<file path="src/verilog/dtcu_pkg.sv">
package dtcu_pkg;
    // ========================================================
    // register offsets on the special function register bus
    // ========================================================
    localparam logic [7:0] ADDR_POWER_CONTROL  = 8'h87;
    localparam logic [7:0] ADDR_TIMER_CONTROL  = 8'h88;
    localparam logic [7:0] ADDR_TIMER_MODE_SEL = 8'h89;
    localparam logic [7:0] ADDR_LOW_BYTE_CH0   = 8'h8A;
    localparam logic [7:0] ADDR_LOW_BYTE_CH1   = 8'h8B;
    localparam logic [7:0] ADDR_HIGH_BYTE_CH0  = 8'h8C;
    localparam logic [7:0] ADDR_HIGH_BYTE_CH1  = 8'h8D;

    // ========================================================
    // field positions
    // ========================================================
    localparam int TIMER_CONTROL_OVF_CH1 = 7;
    localparam int TIMER_CONTROL_RUN_CH1 = 6;
    localparam int TIMER_CONTROL_OVF_CH0 = 5;
    localparam int TIMER_CONTROL_RUN_CH0 = 4;
    localparam int TIMER_MODE_SELECT_GATE_CH1 = 7;
    localparam int TIMER_MODE_SELECT_SEL_CH1  = 6;
    localparam int TIMER_MODE_SELECT_MODE_CH1 = 4;
    localparam int TIMER_MODE_SELECT_GATE_CH0 = 3;
    localparam int TIMER_MODE_SELECT_SEL_CH0  = 2;
    localparam int TIMER_MODE_SELECT_MODE_CH0 = 0;
    localparam int POWER_CONTROL_STOP     = 1;
    localparam int POWER_CONTROL_SMOD     = 7;

    // ========================================================
    // reset values and timing
    // ========================================================
    localparam logic [7:0] RESET_BYTE = 8'h00;
    localparam int CLK_PER_TICK = 12;

    typedef enum logic [1:0] {
        DTCU_MODE13,
        DTCU_MODE16,
        DTCU_RELOAD8,
        DTCU_SPLIT
    } dtcu_mode_t;
endpackage

</file>
<file path="src/verilog/dtcu_prescale.sv">
module dtcu_prescale
    import dtcu_pkg::*;
#(
    parameter int DIV = CLK_PER_TICK
) (
    // clock and reset
    input  wire logic clk,
    input  wire logic rst,
    // control
    input  wire logic hold,
    // machine cycle tick
    output logic      tick
);
    logic [3:0] cnt_r;
    logic [3:0] cnt_nxt;
    logic       tick_r;
    logic       tick_nxt;

    // divide by twelve, frozen while held
    always_comb begin
        cnt_nxt  = cnt_r;
        tick_nxt = 1'b0;
        if (!hold) begin
            if (cnt_r == 4'(DIV - 1)) begin
                cnt_nxt  = 4'h0;
                tick_nxt = 1'b1;
            end else begin
                cnt_nxt = cnt_r + 4'h1;
            end
        end
    end

    always_ff @(posedge clk) begin
        if (rst) begin
            cnt_r  <= 4'h0;
            tick_r <= 1'b0;
        end else begin
            cnt_r  <= cnt_nxt;
            tick_r <= tick_nxt;
        end
    end

    assign tick = tick_r;
endmodule

</file>
<file path="src/verilog/dtcu_fall_detect.sv">
module dtcu_fall_detect (
    // clock and reset
    input  wire logic clk,
    input  wire logic rst,
    // sampled level
    input  wire logic level,
    // one-cycle falling edge pulse
    output logic      fall
);
    logic prev_r;
    logic prev_nxt;
    logic fall_r;
    logic fall_nxt;

    // two samples needed, hence half-clock top rate
    always_comb begin
        prev_nxt = level;
        fall_nxt = prev_r & ~level;
    end

    // idle high, so a low level right after reset counts as an edge
    always_ff @(posedge clk) begin
        if (rst) begin
            prev_r <= 1'b1;
            fall_r <= 1'b0;
        end else begin
            prev_r <= prev_nxt;
            fall_r <= fall_nxt;
        end
    end

    assign fall = fall_r;
endmodule

</file>
<file path="src/verilog/dtcu_top.sv">
module dtcu_top
    import dtcu_pkg::*;
(
    // clock and reset
    input  wire logic       clk,
    input  wire logic       rst,
    // special function register bus
    input  wire logic [7:0] sfr_addr,
    input  wire logic       sfr_wr,
    input  wire logic       sfr_rd,
    input  wire logic [7:0] sfr_wdata,
    output logic      [7:0] sfr_rdata,
    // gating inputs from digital pins
    input  wire logic       gating_input_ch0,
    input  wire logic       gating_input_ch1,
    // interrupt side
    input  wire logic       ovf_ack_ch0,
    input  wire logic       ovf_ack_ch1,
    input  wire logic       ext_irq,
    // status
    output logic            overflow_flag_ch0,
    output logic            overflow_flag_ch1,
    output logic            stop_active
);
    // ========================================================
    // state
    // ========================================================
    logic [7:0] power_control_r, power_control_nxt;
    logic [7:0] timer_mode_select_r, timer_mode_select_nxt;
    logic       run_bit_ch0_r, run_bit_ch0_nxt;
    logic       run_bit_ch1_r, run_bit_ch1_nxt;
    logic       ovf0_r, ovf0_nxt;
    logic       ovf1_r, ovf1_nxt;
    logic [7:0] low_byte_ch0_r, low_byte_ch0_nxt;
    logic [7:0] low_byte_ch1_r, low_byte_ch1_nxt;
    logic [7:0] high_byte_ch0_r, high_byte_ch0_nxt;
    logic [7:0] high_byte_ch1_r, high_byte_ch1_nxt;
    logic [7:0] rdata_r, rdata_nxt;

    logic       tick;
    logic       fall0;
    logic       fall1;
    logic       stopped;

    // ========================================================
    // helpers
    // ========================================================
    // one count step in modes 00, 01, 10; returns {ovf, high, low}
    function automatic logic [16:0] step(input logic [1:0] mode,
                                         input logic [7:0] lo,
                                         input logic [7:0] hi);
        logic [12:0] c13;
        logic [16:0] c16;
        logic [8:0]  c8;
        c13  = 13'h0000;
        c16  = 17'h00000;
        c8   = 9'h000;
        step = {1'b0, hi, lo};
        unique case (mode)
            2'b00: begin
                c13  = {hi, lo[4:0]} + 13'h0001;
                step = {(hi == 8'hFF) && (lo[4:0] == 5'h1F),
                        c13[12:5], 3'b000, c13[4:0]};
            end
            2'b01: begin
                c16  = {1'b0, hi, lo} + 17'h00001;
                step = c16;
            end
            2'b10: begin
                c8 = {1'b0, lo} + 9'h001;
                if (c8[8]) begin
                    step = {1'b1, hi, hi};
                end else begin
                    step = {1'b0, hi, c8[7:0]};
                end
            end
            2'b11: step = {1'b0, hi, lo};
        endcase
    endfunction

    // ========================================================
    // submodules
    // ========================================================
    dtcu_prescale #(.DIV(CLK_PER_TICK)) u_pre (
        .clk  (clk),
        .rst  (rst),
        .hold (stopped),
        .tick (tick)
    );

    dtcu_fall_detect u_fd0 (
        .clk   (clk),
        .rst   (rst),
        .level (gating_input_ch0),
        .fall  (fall0)
    );

    dtcu_fall_detect u_fd1 (
        .clk   (clk),
        .rst   (rst),
        .level (gating_input_ch1),
        .fall  (fall1)
    );

    assign stopped = power_control_r[POWER_CONTROL_STOP];

    // ========================================================
    // count enables
    // ========================================================
    logic [1:0] mode0, mode1;
    logic       ext0, ext1;
    logic       inc0, inc1, inc_th0_split;
    logic       split0;

    // external edges when select or gate set, else prescaled ticks
    always_comb begin
        mode0  = timer_mode_select_r[TIMER_MODE_SELECT_MODE_CH0 +: 2];
        mode1  = timer_mode_select_r[TIMER_MODE_SELECT_MODE_CH1 +: 2];
        ext0   = timer_mode_select_r[TIMER_MODE_SELECT_SEL_CH0] | timer_mode_select_r[TIMER_MODE_SELECT_GATE_CH0];
        ext1   = timer_mode_select_r[TIMER_MODE_SELECT_SEL_CH1] | timer_mode_select_r[TIMER_MODE_SELECT_GATE_CH1];
        split0 = (mode0 == 2'b11);
        // stop bit blocks every channel
        inc0 = run_bit_ch0_r && !stopped
               && (ext0 ? fall0 : tick);
        inc1 = run_bit_ch1_r && !stopped && (mode1 != 2'b11)
               && (ext1 ? fall1 : tick);
        // split high byte only times, on channel 1 run bit
        inc_th0_split = split0 && run_bit_ch1_r && !stopped
                        && tick;
    end

    // ========================================================
    // counters and flags
    // ========================================================
    logic [16:0] s0, s1;
    logic        ev0, ev1;
    logic        wr_timer_control;

    always_comb begin
        s0 = step(mode0, low_byte_ch0_r, high_byte_ch0_r);
        s1 = step(mode1, low_byte_ch1_r, high_byte_ch1_r);
        low_byte_ch0_nxt  = low_byte_ch0_r;
        high_byte_ch0_nxt = high_byte_ch0_r;
        low_byte_ch1_nxt  = low_byte_ch1_r;
        high_byte_ch1_nxt = high_byte_ch1_r;
        ev0 = 1'b0;
        ev1 = 1'b0;
        // channel 0: split halves or joint count
        if (split0) begin
            if (inc0) begin
                low_byte_ch0_nxt = low_byte_ch0_r + 8'h01;
                ev0 = (low_byte_ch0_r == 8'hFF);
            end
            if (inc_th0_split) begin
                high_byte_ch0_nxt = high_byte_ch0_r + 8'h01;
                ev1 = (high_byte_ch0_r == 8'hFF);
            end
        end else if (inc0) begin
            {high_byte_ch0_nxt, low_byte_ch0_nxt} = s0[15:0];
            ev0 = s0[16];
        end
        // channel 1 keeps counting in split, but its flag is lent out
        if (inc1) begin
            {high_byte_ch1_nxt, low_byte_ch1_nxt} = s1[15:0];
            if (!split0) begin
                ev1 = s1[16];
            end
        end
        // software writes win over counting
        if (sfr_wr) begin
            unique case (sfr_addr)
                ADDR_LOW_BYTE_CH0:  low_byte_ch0_nxt  = sfr_wdata;
                ADDR_LOW_BYTE_CH1:  low_byte_ch1_nxt  = sfr_wdata;
                ADDR_HIGH_BYTE_CH0: high_byte_ch0_nxt = sfr_wdata;
                ADDR_HIGH_BYTE_CH1: high_byte_ch1_nxt = sfr_wdata;
                default: ;
            endcase
        end
    end

    // flags: hardware set beats any clear in the same cycle
    always_comb begin
        wr_timer_control = sfr_wr && (sfr_addr == ADDR_TIMER_CONTROL);
        run_bit_ch0_nxt = wr_timer_control ? sfr_wdata[TIMER_CONTROL_RUN_CH0]
                                  : run_bit_ch0_r;
        run_bit_ch1_nxt = wr_timer_control ? sfr_wdata[TIMER_CONTROL_RUN_CH1]
                                  : run_bit_ch1_r;
        ovf0_nxt = ovf0_r;
        ovf1_nxt = ovf1_r;
        if (ovf_ack_ch0) ovf0_nxt = 1'b0;
        if (ovf_ack_ch1) ovf1_nxt = 1'b0;
        if (wr_timer_control) begin
            ovf0_nxt = ovf0_nxt & sfr_wdata[TIMER_CONTROL_OVF_CH0];
            ovf1_nxt = ovf1_nxt & sfr_wdata[TIMER_CONTROL_OVF_CH1];
        end
        if (ev0) ovf0_nxt = 1'b1;
        if (ev1) ovf1_nxt = 1'b1;
    end

    // ========================================================
    // configuration registers
    // ========================================================
    // external interrupt releases stop, even against a write
    always_comb begin
        timer_mode_select_nxt = timer_mode_select_r;
        power_control_nxt = power_control_r;
        if (sfr_wr && sfr_addr == ADDR_TIMER_MODE_SEL) begin
            timer_mode_select_nxt = sfr_wdata;
        end
        if (sfr_wr && sfr_addr == ADDR_POWER_CONTROL) begin
            power_control_nxt = {sfr_wdata[POWER_CONTROL_SMOD], 5'h00,
                        sfr_wdata[POWER_CONTROL_STOP], 1'b0};
        end
        if (ext_irq) begin
            power_control_nxt[POWER_CONTROL_STOP] = 1'b0;
        end
    end

    // ========================================================
    // read path
    // ========================================================
    // unmapped addresses and reads without strobe return zero
    always_comb begin
        rdata_nxt = 8'h00;
        if (sfr_rd) begin
            unique case (sfr_addr)
                ADDR_POWER_CONTROL:  rdata_nxt = power_control_r;
                ADDR_TIMER_CONTROL:  rdata_nxt = {ovf1_r, run_bit_ch1_r,
                                                  ovf0_r, run_bit_ch0_r,
                                                  4'h0};
                ADDR_TIMER_MODE_SEL: rdata_nxt = timer_mode_select_r;
                ADDR_LOW_BYTE_CH0:   rdata_nxt = low_byte_ch0_r;
                ADDR_LOW_BYTE_CH1:   rdata_nxt = low_byte_ch1_r;
                ADDR_HIGH_BYTE_CH0:  rdata_nxt = high_byte_ch0_r;
                ADDR_HIGH_BYTE_CH1:  rdata_nxt = high_byte_ch1_r;
                default:             rdata_nxt = 8'h00;
            endcase
        end
    end

    // ========================================================
    // registers
    // ========================================================
    always_ff @(posedge clk) begin
        if (rst) begin
            power_control_r          <= RESET_BYTE;
            timer_mode_select_r          <= RESET_BYTE;
            run_bit_ch0_r   <= 1'b0;
            run_bit_ch1_r   <= 1'b0;
            ovf0_r          <= 1'b0;
            ovf1_r          <= 1'b0;
            low_byte_ch0_r  <= RESET_BYTE;
            low_byte_ch1_r  <= RESET_BYTE;
            high_byte_ch0_r <= RESET_BYTE;
            high_byte_ch1_r <= RESET_BYTE;
            rdata_r         <= RESET_BYTE;
        end else begin
            power_control_r          <= power_control_nxt;
            timer_mode_select_r          <= timer_mode_select_nxt;
            run_bit_ch0_r   <= run_bit_ch0_nxt;
            run_bit_ch1_r   <= run_bit_ch1_nxt;
            ovf0_r          <= ovf0_nxt;
            ovf1_r          <= ovf1_nxt;
            low_byte_ch0_r  <= low_byte_ch0_nxt;
            low_byte_ch1_r  <= low_byte_ch1_nxt;
            high_byte_ch0_r <= high_byte_ch0_nxt;
            high_byte_ch1_r <= high_byte_ch1_nxt;
            rdata_r         <= rdata_nxt;
        end
    end

    assign sfr_rdata         = rdata_r;
    assign overflow_flag_ch0 = ovf0_r;
    assign overflow_flag_ch1 = ovf1_r;
    assign stop_active       = power_control_r[POWER_CONTROL_STOP];
endmodule

</file>
<file path="config.mk">
export PLATFORM = sky130hd
export DESIGN_NAME = dtcu_top
export DESIGN_NICKNAME = d
export VERILOG_FILES = /design/src/verilog/dtcu_pkg.sv /design/src/verilog/dtcu_prescale.sv /design/src/verilog/dtcu_fall_detect.sv /design/src/verilog/dtcu_top.sv
export SDC_FILE = /design/constraint.sdc
export NUM_CORES = 1
export LEC_CHECK = 0
export BUFFER_PORTS_ARGS = -buffer_cell sky130_fd_sc_hd__buf_4
export CAP_MARGIN = 20
export CELL_PAD_IN_SITES_DETAIL_PLACEMENT = 0
export CELL_PAD_IN_SITES_GLOBAL_PLACEMENT = 1
export CORE_MARGIN = 1
export CORE_UTILIZATION = 41
export DETAILED_ROUTE_END_ITERATION = 7
export PLACE_DENSITY_LB_ADDON = 0.25
export SLEW_MARGIN = 20
export SYNTH_ARGS = -nofsm -noshare
export SYNTH_HDL_FRONTEND = slang
export SYNTH_SLANG_ARGS = --single-unit
</file>
<file path="constraint.sdc">
create_clock -name clk -period 2 [get_ports clk]
set_clock_uncertainty 0.2 [all_clocks]
set_input_delay 0.3 -clock clk [delete_from_list [all_inputs] [get_ports clk]]
set_output_delay 0.3 -clock clk [all_outputs]
set_load 0.05 [all_outputs]
</file>
==> summary.md <==
| Metric | Value |
|---|---|
| Status | complete, but fails checks |
| Failing checks | DRC, setup timing |
| Starting Density | 42.3% |
| CTS tree | done |
| CP delay by family, top | compound AO/OA/AOI/OAI gates |
| Crit end category | flop |
| Initial DRC count | 628 |
| Async set or reset register ratio after synthesis | 0% |
| Crit path time final | 2.09 ns |
| Maximum number of pins on one net before global-route repair | 32 |
| Max incr delay on CP | 0.46 ns |
| Post-Place Cells | 856 |
| Remaining Overflow, GRT | 0 |
| Pre-CTS setup slack | -0.265 ns |
| H-tree depth | 3 |
| Max cap viols | 0 |
| Final WS setup | -0.0882 ns |
| Final Hold Vio Count | 0 |
| Share of cells above drive strength 1 | 38.9% |
| Hold Crit Class | input port to flop |
| Setup CP Type | flop to flop |
| CP max FO | 4 |
| Antenna cells | 0 |
| Worst-skew pair later-pin latency | 0.38 ns |
| Post-synth net total | 640 |
| Num ports | 36 |
| Die height | 108 um |
| Worst rel slew slack | 62.9% |
| Slowest CP cell | or3b_4 |
| Pwr Density | 411 mW/mm^2 |
| Pwr Total | 2.70 mW |
| Post-Layout Cell Count | 890 |
| WL/cell | 21.2 um |
| First-pass GRT wire length | 28.3 mm |
| Post-Synthesis Cells | 606 |
| CTS root buffer | clkbuf_8 |
| Slew @ Worst Pin | 0.552 ns |
| Mapped Area | 0.00460 sq mm |
| DR pass1 iterations | 8 |
| Core Footprint | 0.0109 sq mm |
| Max clock buf depth | 2 |
| Total Routing Usage GR | 33.0% |
| CTS Buf Count | 9 |
| Final critical-path share of the clock period | 104% |
| Slew Limit Fails | 0 |
| Die Wd | 108 um |
| Vias per cell | 6.16 |
| Post-synth top area share | 27.4% |
| Total number of vias | 5478 |
| Dpl hpwl | 13.8 mm |
| Crit-path cells | or3b_4, buf_4, a2111o_1, o21bai_1, a2bb2oi_1, o41ai_1 |
| Top post-synthesis cells by area | dfxtp_1, a21oi_1, nand2_1 |
| Layout Area Growth over Synthesis | 42.8% |
| Mean Syn Cell Area | 7.59 sq um |
| CP startpoint kind | flop |
| Die area | 0.0117 sq mm |
| Placement Rows | 38 |
| Vias in the first global route | 5118 |
| Final net count | 779 |
| CP Buf/Inv Count | 1 |
| FF-to-FF setup slack | -0.09 ns |
| Port Buffers | 35 |
| Antenna-violating nets left | 0 |
| Num Clock Sinks | 63 |
| Required @ worst endpoint | 2.05 ns |
| Max Clock Freq | 0.479 GHz |
| Placer Congestion | 0.912 |
| # DRC | 5 |
| Worst VDD drop | 0.464 mV |
| Seq cells post-synth | 63 |
| Commonest register cell after synthesis | dfxtp_1 |
| CP Data Arrival Time | 2.14 ns |
| Leak | 2.47 nW |
| Synth warnings | 0 |
| # setup viols final | 11 |
| Routed Wire Length | 18.8 mm |
| EDFF count, synth | 0 |
| Initial antenna violation count | 0 |
| Yosys cell types | 70 |
| Unrepaired setup endpoints after global routing | true |
| Synth area leader | dfxtp_1 |
| Clock transition at path regs | 0.09 ns |
| Sequential share of the synthesized area | 27.4% |
## cell usage after synthesis, drive strengths merged, types with 5 or more instances
| cell | instances |
|---|---|
| a211o | 7 |
| a211oi | 28 |
| a21o | 5 |
| a21oi | 48 |
| a22oi | 9 |
| a31oi | 10 |
| and2 | 6 |
| and3 | 15 |
| and4 | 7 |
| buf | 9 |
| clkbuf | 37 |
| dfxtp | 63 |
| ha | 9 |
| inv | 22 |
| mux2 | 8 |
| mux2i | 6 |
| nand2 | 55 |
| nand2b | 6 |
| nand3 | 26 |
| nand3b | 5 |
| nand4 | 10 |
| nor2 | 44 |
| nor2b | 10 |
| nor3 | 16 |
| nor4 | 10 |
| o2111ai | 5 |
| o211ai | 8 |
| o21ai | 33 |
| o31ai | 7 |
| or2 | 5 |
| xor2 | 11 |
## registers in the layout, summed over array words and instances, names as in the netlist
| signal | flops |
|---|---|
| high_byte_ch0_r | 8 |
| high_byte_ch1_r | 8 |
| low_byte_ch0_r | 8 |
| low_byte_ch1_r | 8 |
| sfr_rdata | 8 |
| timer_mode_select_r | 8 |
| u_pre.cnt_r | 4 |
| power_control_r | 2 |
| overflow_flag_ch0 | 1 |
| overflow_flag_ch1 | 1 |
| run_bit_ch0_r | 1 |
| run_bit_ch1_r | 1 |
| u_fd0.fall | 1 |
| u_fd0.prev_r | 1 |
| u_fd1.fall | 1 |
| u_fd1.prev_r | 1 |
| u_pre.tick | 1 |
## layout make-up
| type | count | area [sq um] |
|---|---|---|
| clock buffer | 10 | 138 |
| clock inverter | 6 | 66.3 |
| fill | 1030 | 4320 |
| inverter | 23 | 90.1 |
| multi-input combinational | 474 | 3460 |
| sequential | 63 | 1280 |
| tap | 140 | 175 |
| timing repair buffer | 174 | 1360 |
## what timing repair did
action                     CTS  global route
hold buffers                 3             0
setup endpoints to repair   25            33
pin swaps                   18            38
setup buffers                8             5
gates cloned                 1             1
gates resized for setup     32            68
hold endpoints to repair     5             0
## power by group
group	internal [mW]	switching (mW)	leakage, nW	total, mW
logic	0.0847	0.117	1.85	0.201
clock network	0.617	0.608	0.104	1.23
registers	1.26	0.0118	0.516	1.27
total	1.96	0.737	2.47	2.70
## worst paths after layout
path	from	end	depth (start not counted)
max	timer_mode_select_r[3]	high_byte_ch0_r[3]	6
max reg2reg	timer_mode_select_r[3]	high_byte_ch0_r[3]	6
min	ovf_ack_ch0	overflow_flag_ch0	4
min reg2reg	u_fd1.prev_r	u_fd1.fall	2
## cells in the final DEF (no fill, tap or decap), types with 11 or more instances in the layout
master    synthesis  routed
dfxtp_1          63      52
nand3_1          26      24
a211oi_1         24      16
o21ai_0          32      23
inv_1            22      20
xor2_1           11      11
nor2_1           44      42
nor3_1           16      14
nand2_1          55      54
a21oi_1          47      38
and3_1           15      14
buf_4             1     160
a211oi_2          4      12
## worst register-to-register path, delay by kind of cell, from the launching register on
| family | cells | cell delay [ns] |
|---|---|---|
| flip-flops | 1 | 0.33 |
| buffers and inverters | 1 | 0.17 |
| AO/OA/AOI/OAI | 4 | 0.82 |
| AND/OR/NAND/NOR | 1 | 0.46 |
## kinds of logic (layout without fill, tap and decap cells)
kind of cell	Yosys count	in the layout	share of synthesized area [%]
xor gates and xnor gates	15	15	2.85
and+or+nand+nor	233	233	26.7
adders and majority gates	9	9	2.45
DFF	63	63	27.4
muxes	14	14	3.26
AOI/OAI and AO/OA	203	203	31.1
buffers and inverters	69	213	6.20
## metal layers
layer,GRT usage (%),wire length (um)
met1,46.5,8440
met2,47.6,8190
met3,9.76,1890
met4,10.8,325
met5,0,0
## stage by stage
stage | instance area (sq um) | hold WS (ns) | utilization, % | setup TNS [ns]
finish | 6570 | 0.0346 | 60.4 | -0.452
global route | 6570 | 0.0416 | 60.4 | -2.04
CTS | 6260 | 0.0208 | 57.5 | -0.456
detailed placement | 5840 | 0.204 | 53.6 | -6.74
global placement | 5840 | 0.197 | 53.6 | -6.22
floorplan | 4690 | 0.172 | - | -2.70
No activity file was read; power rests on OpenSTA's default activity.
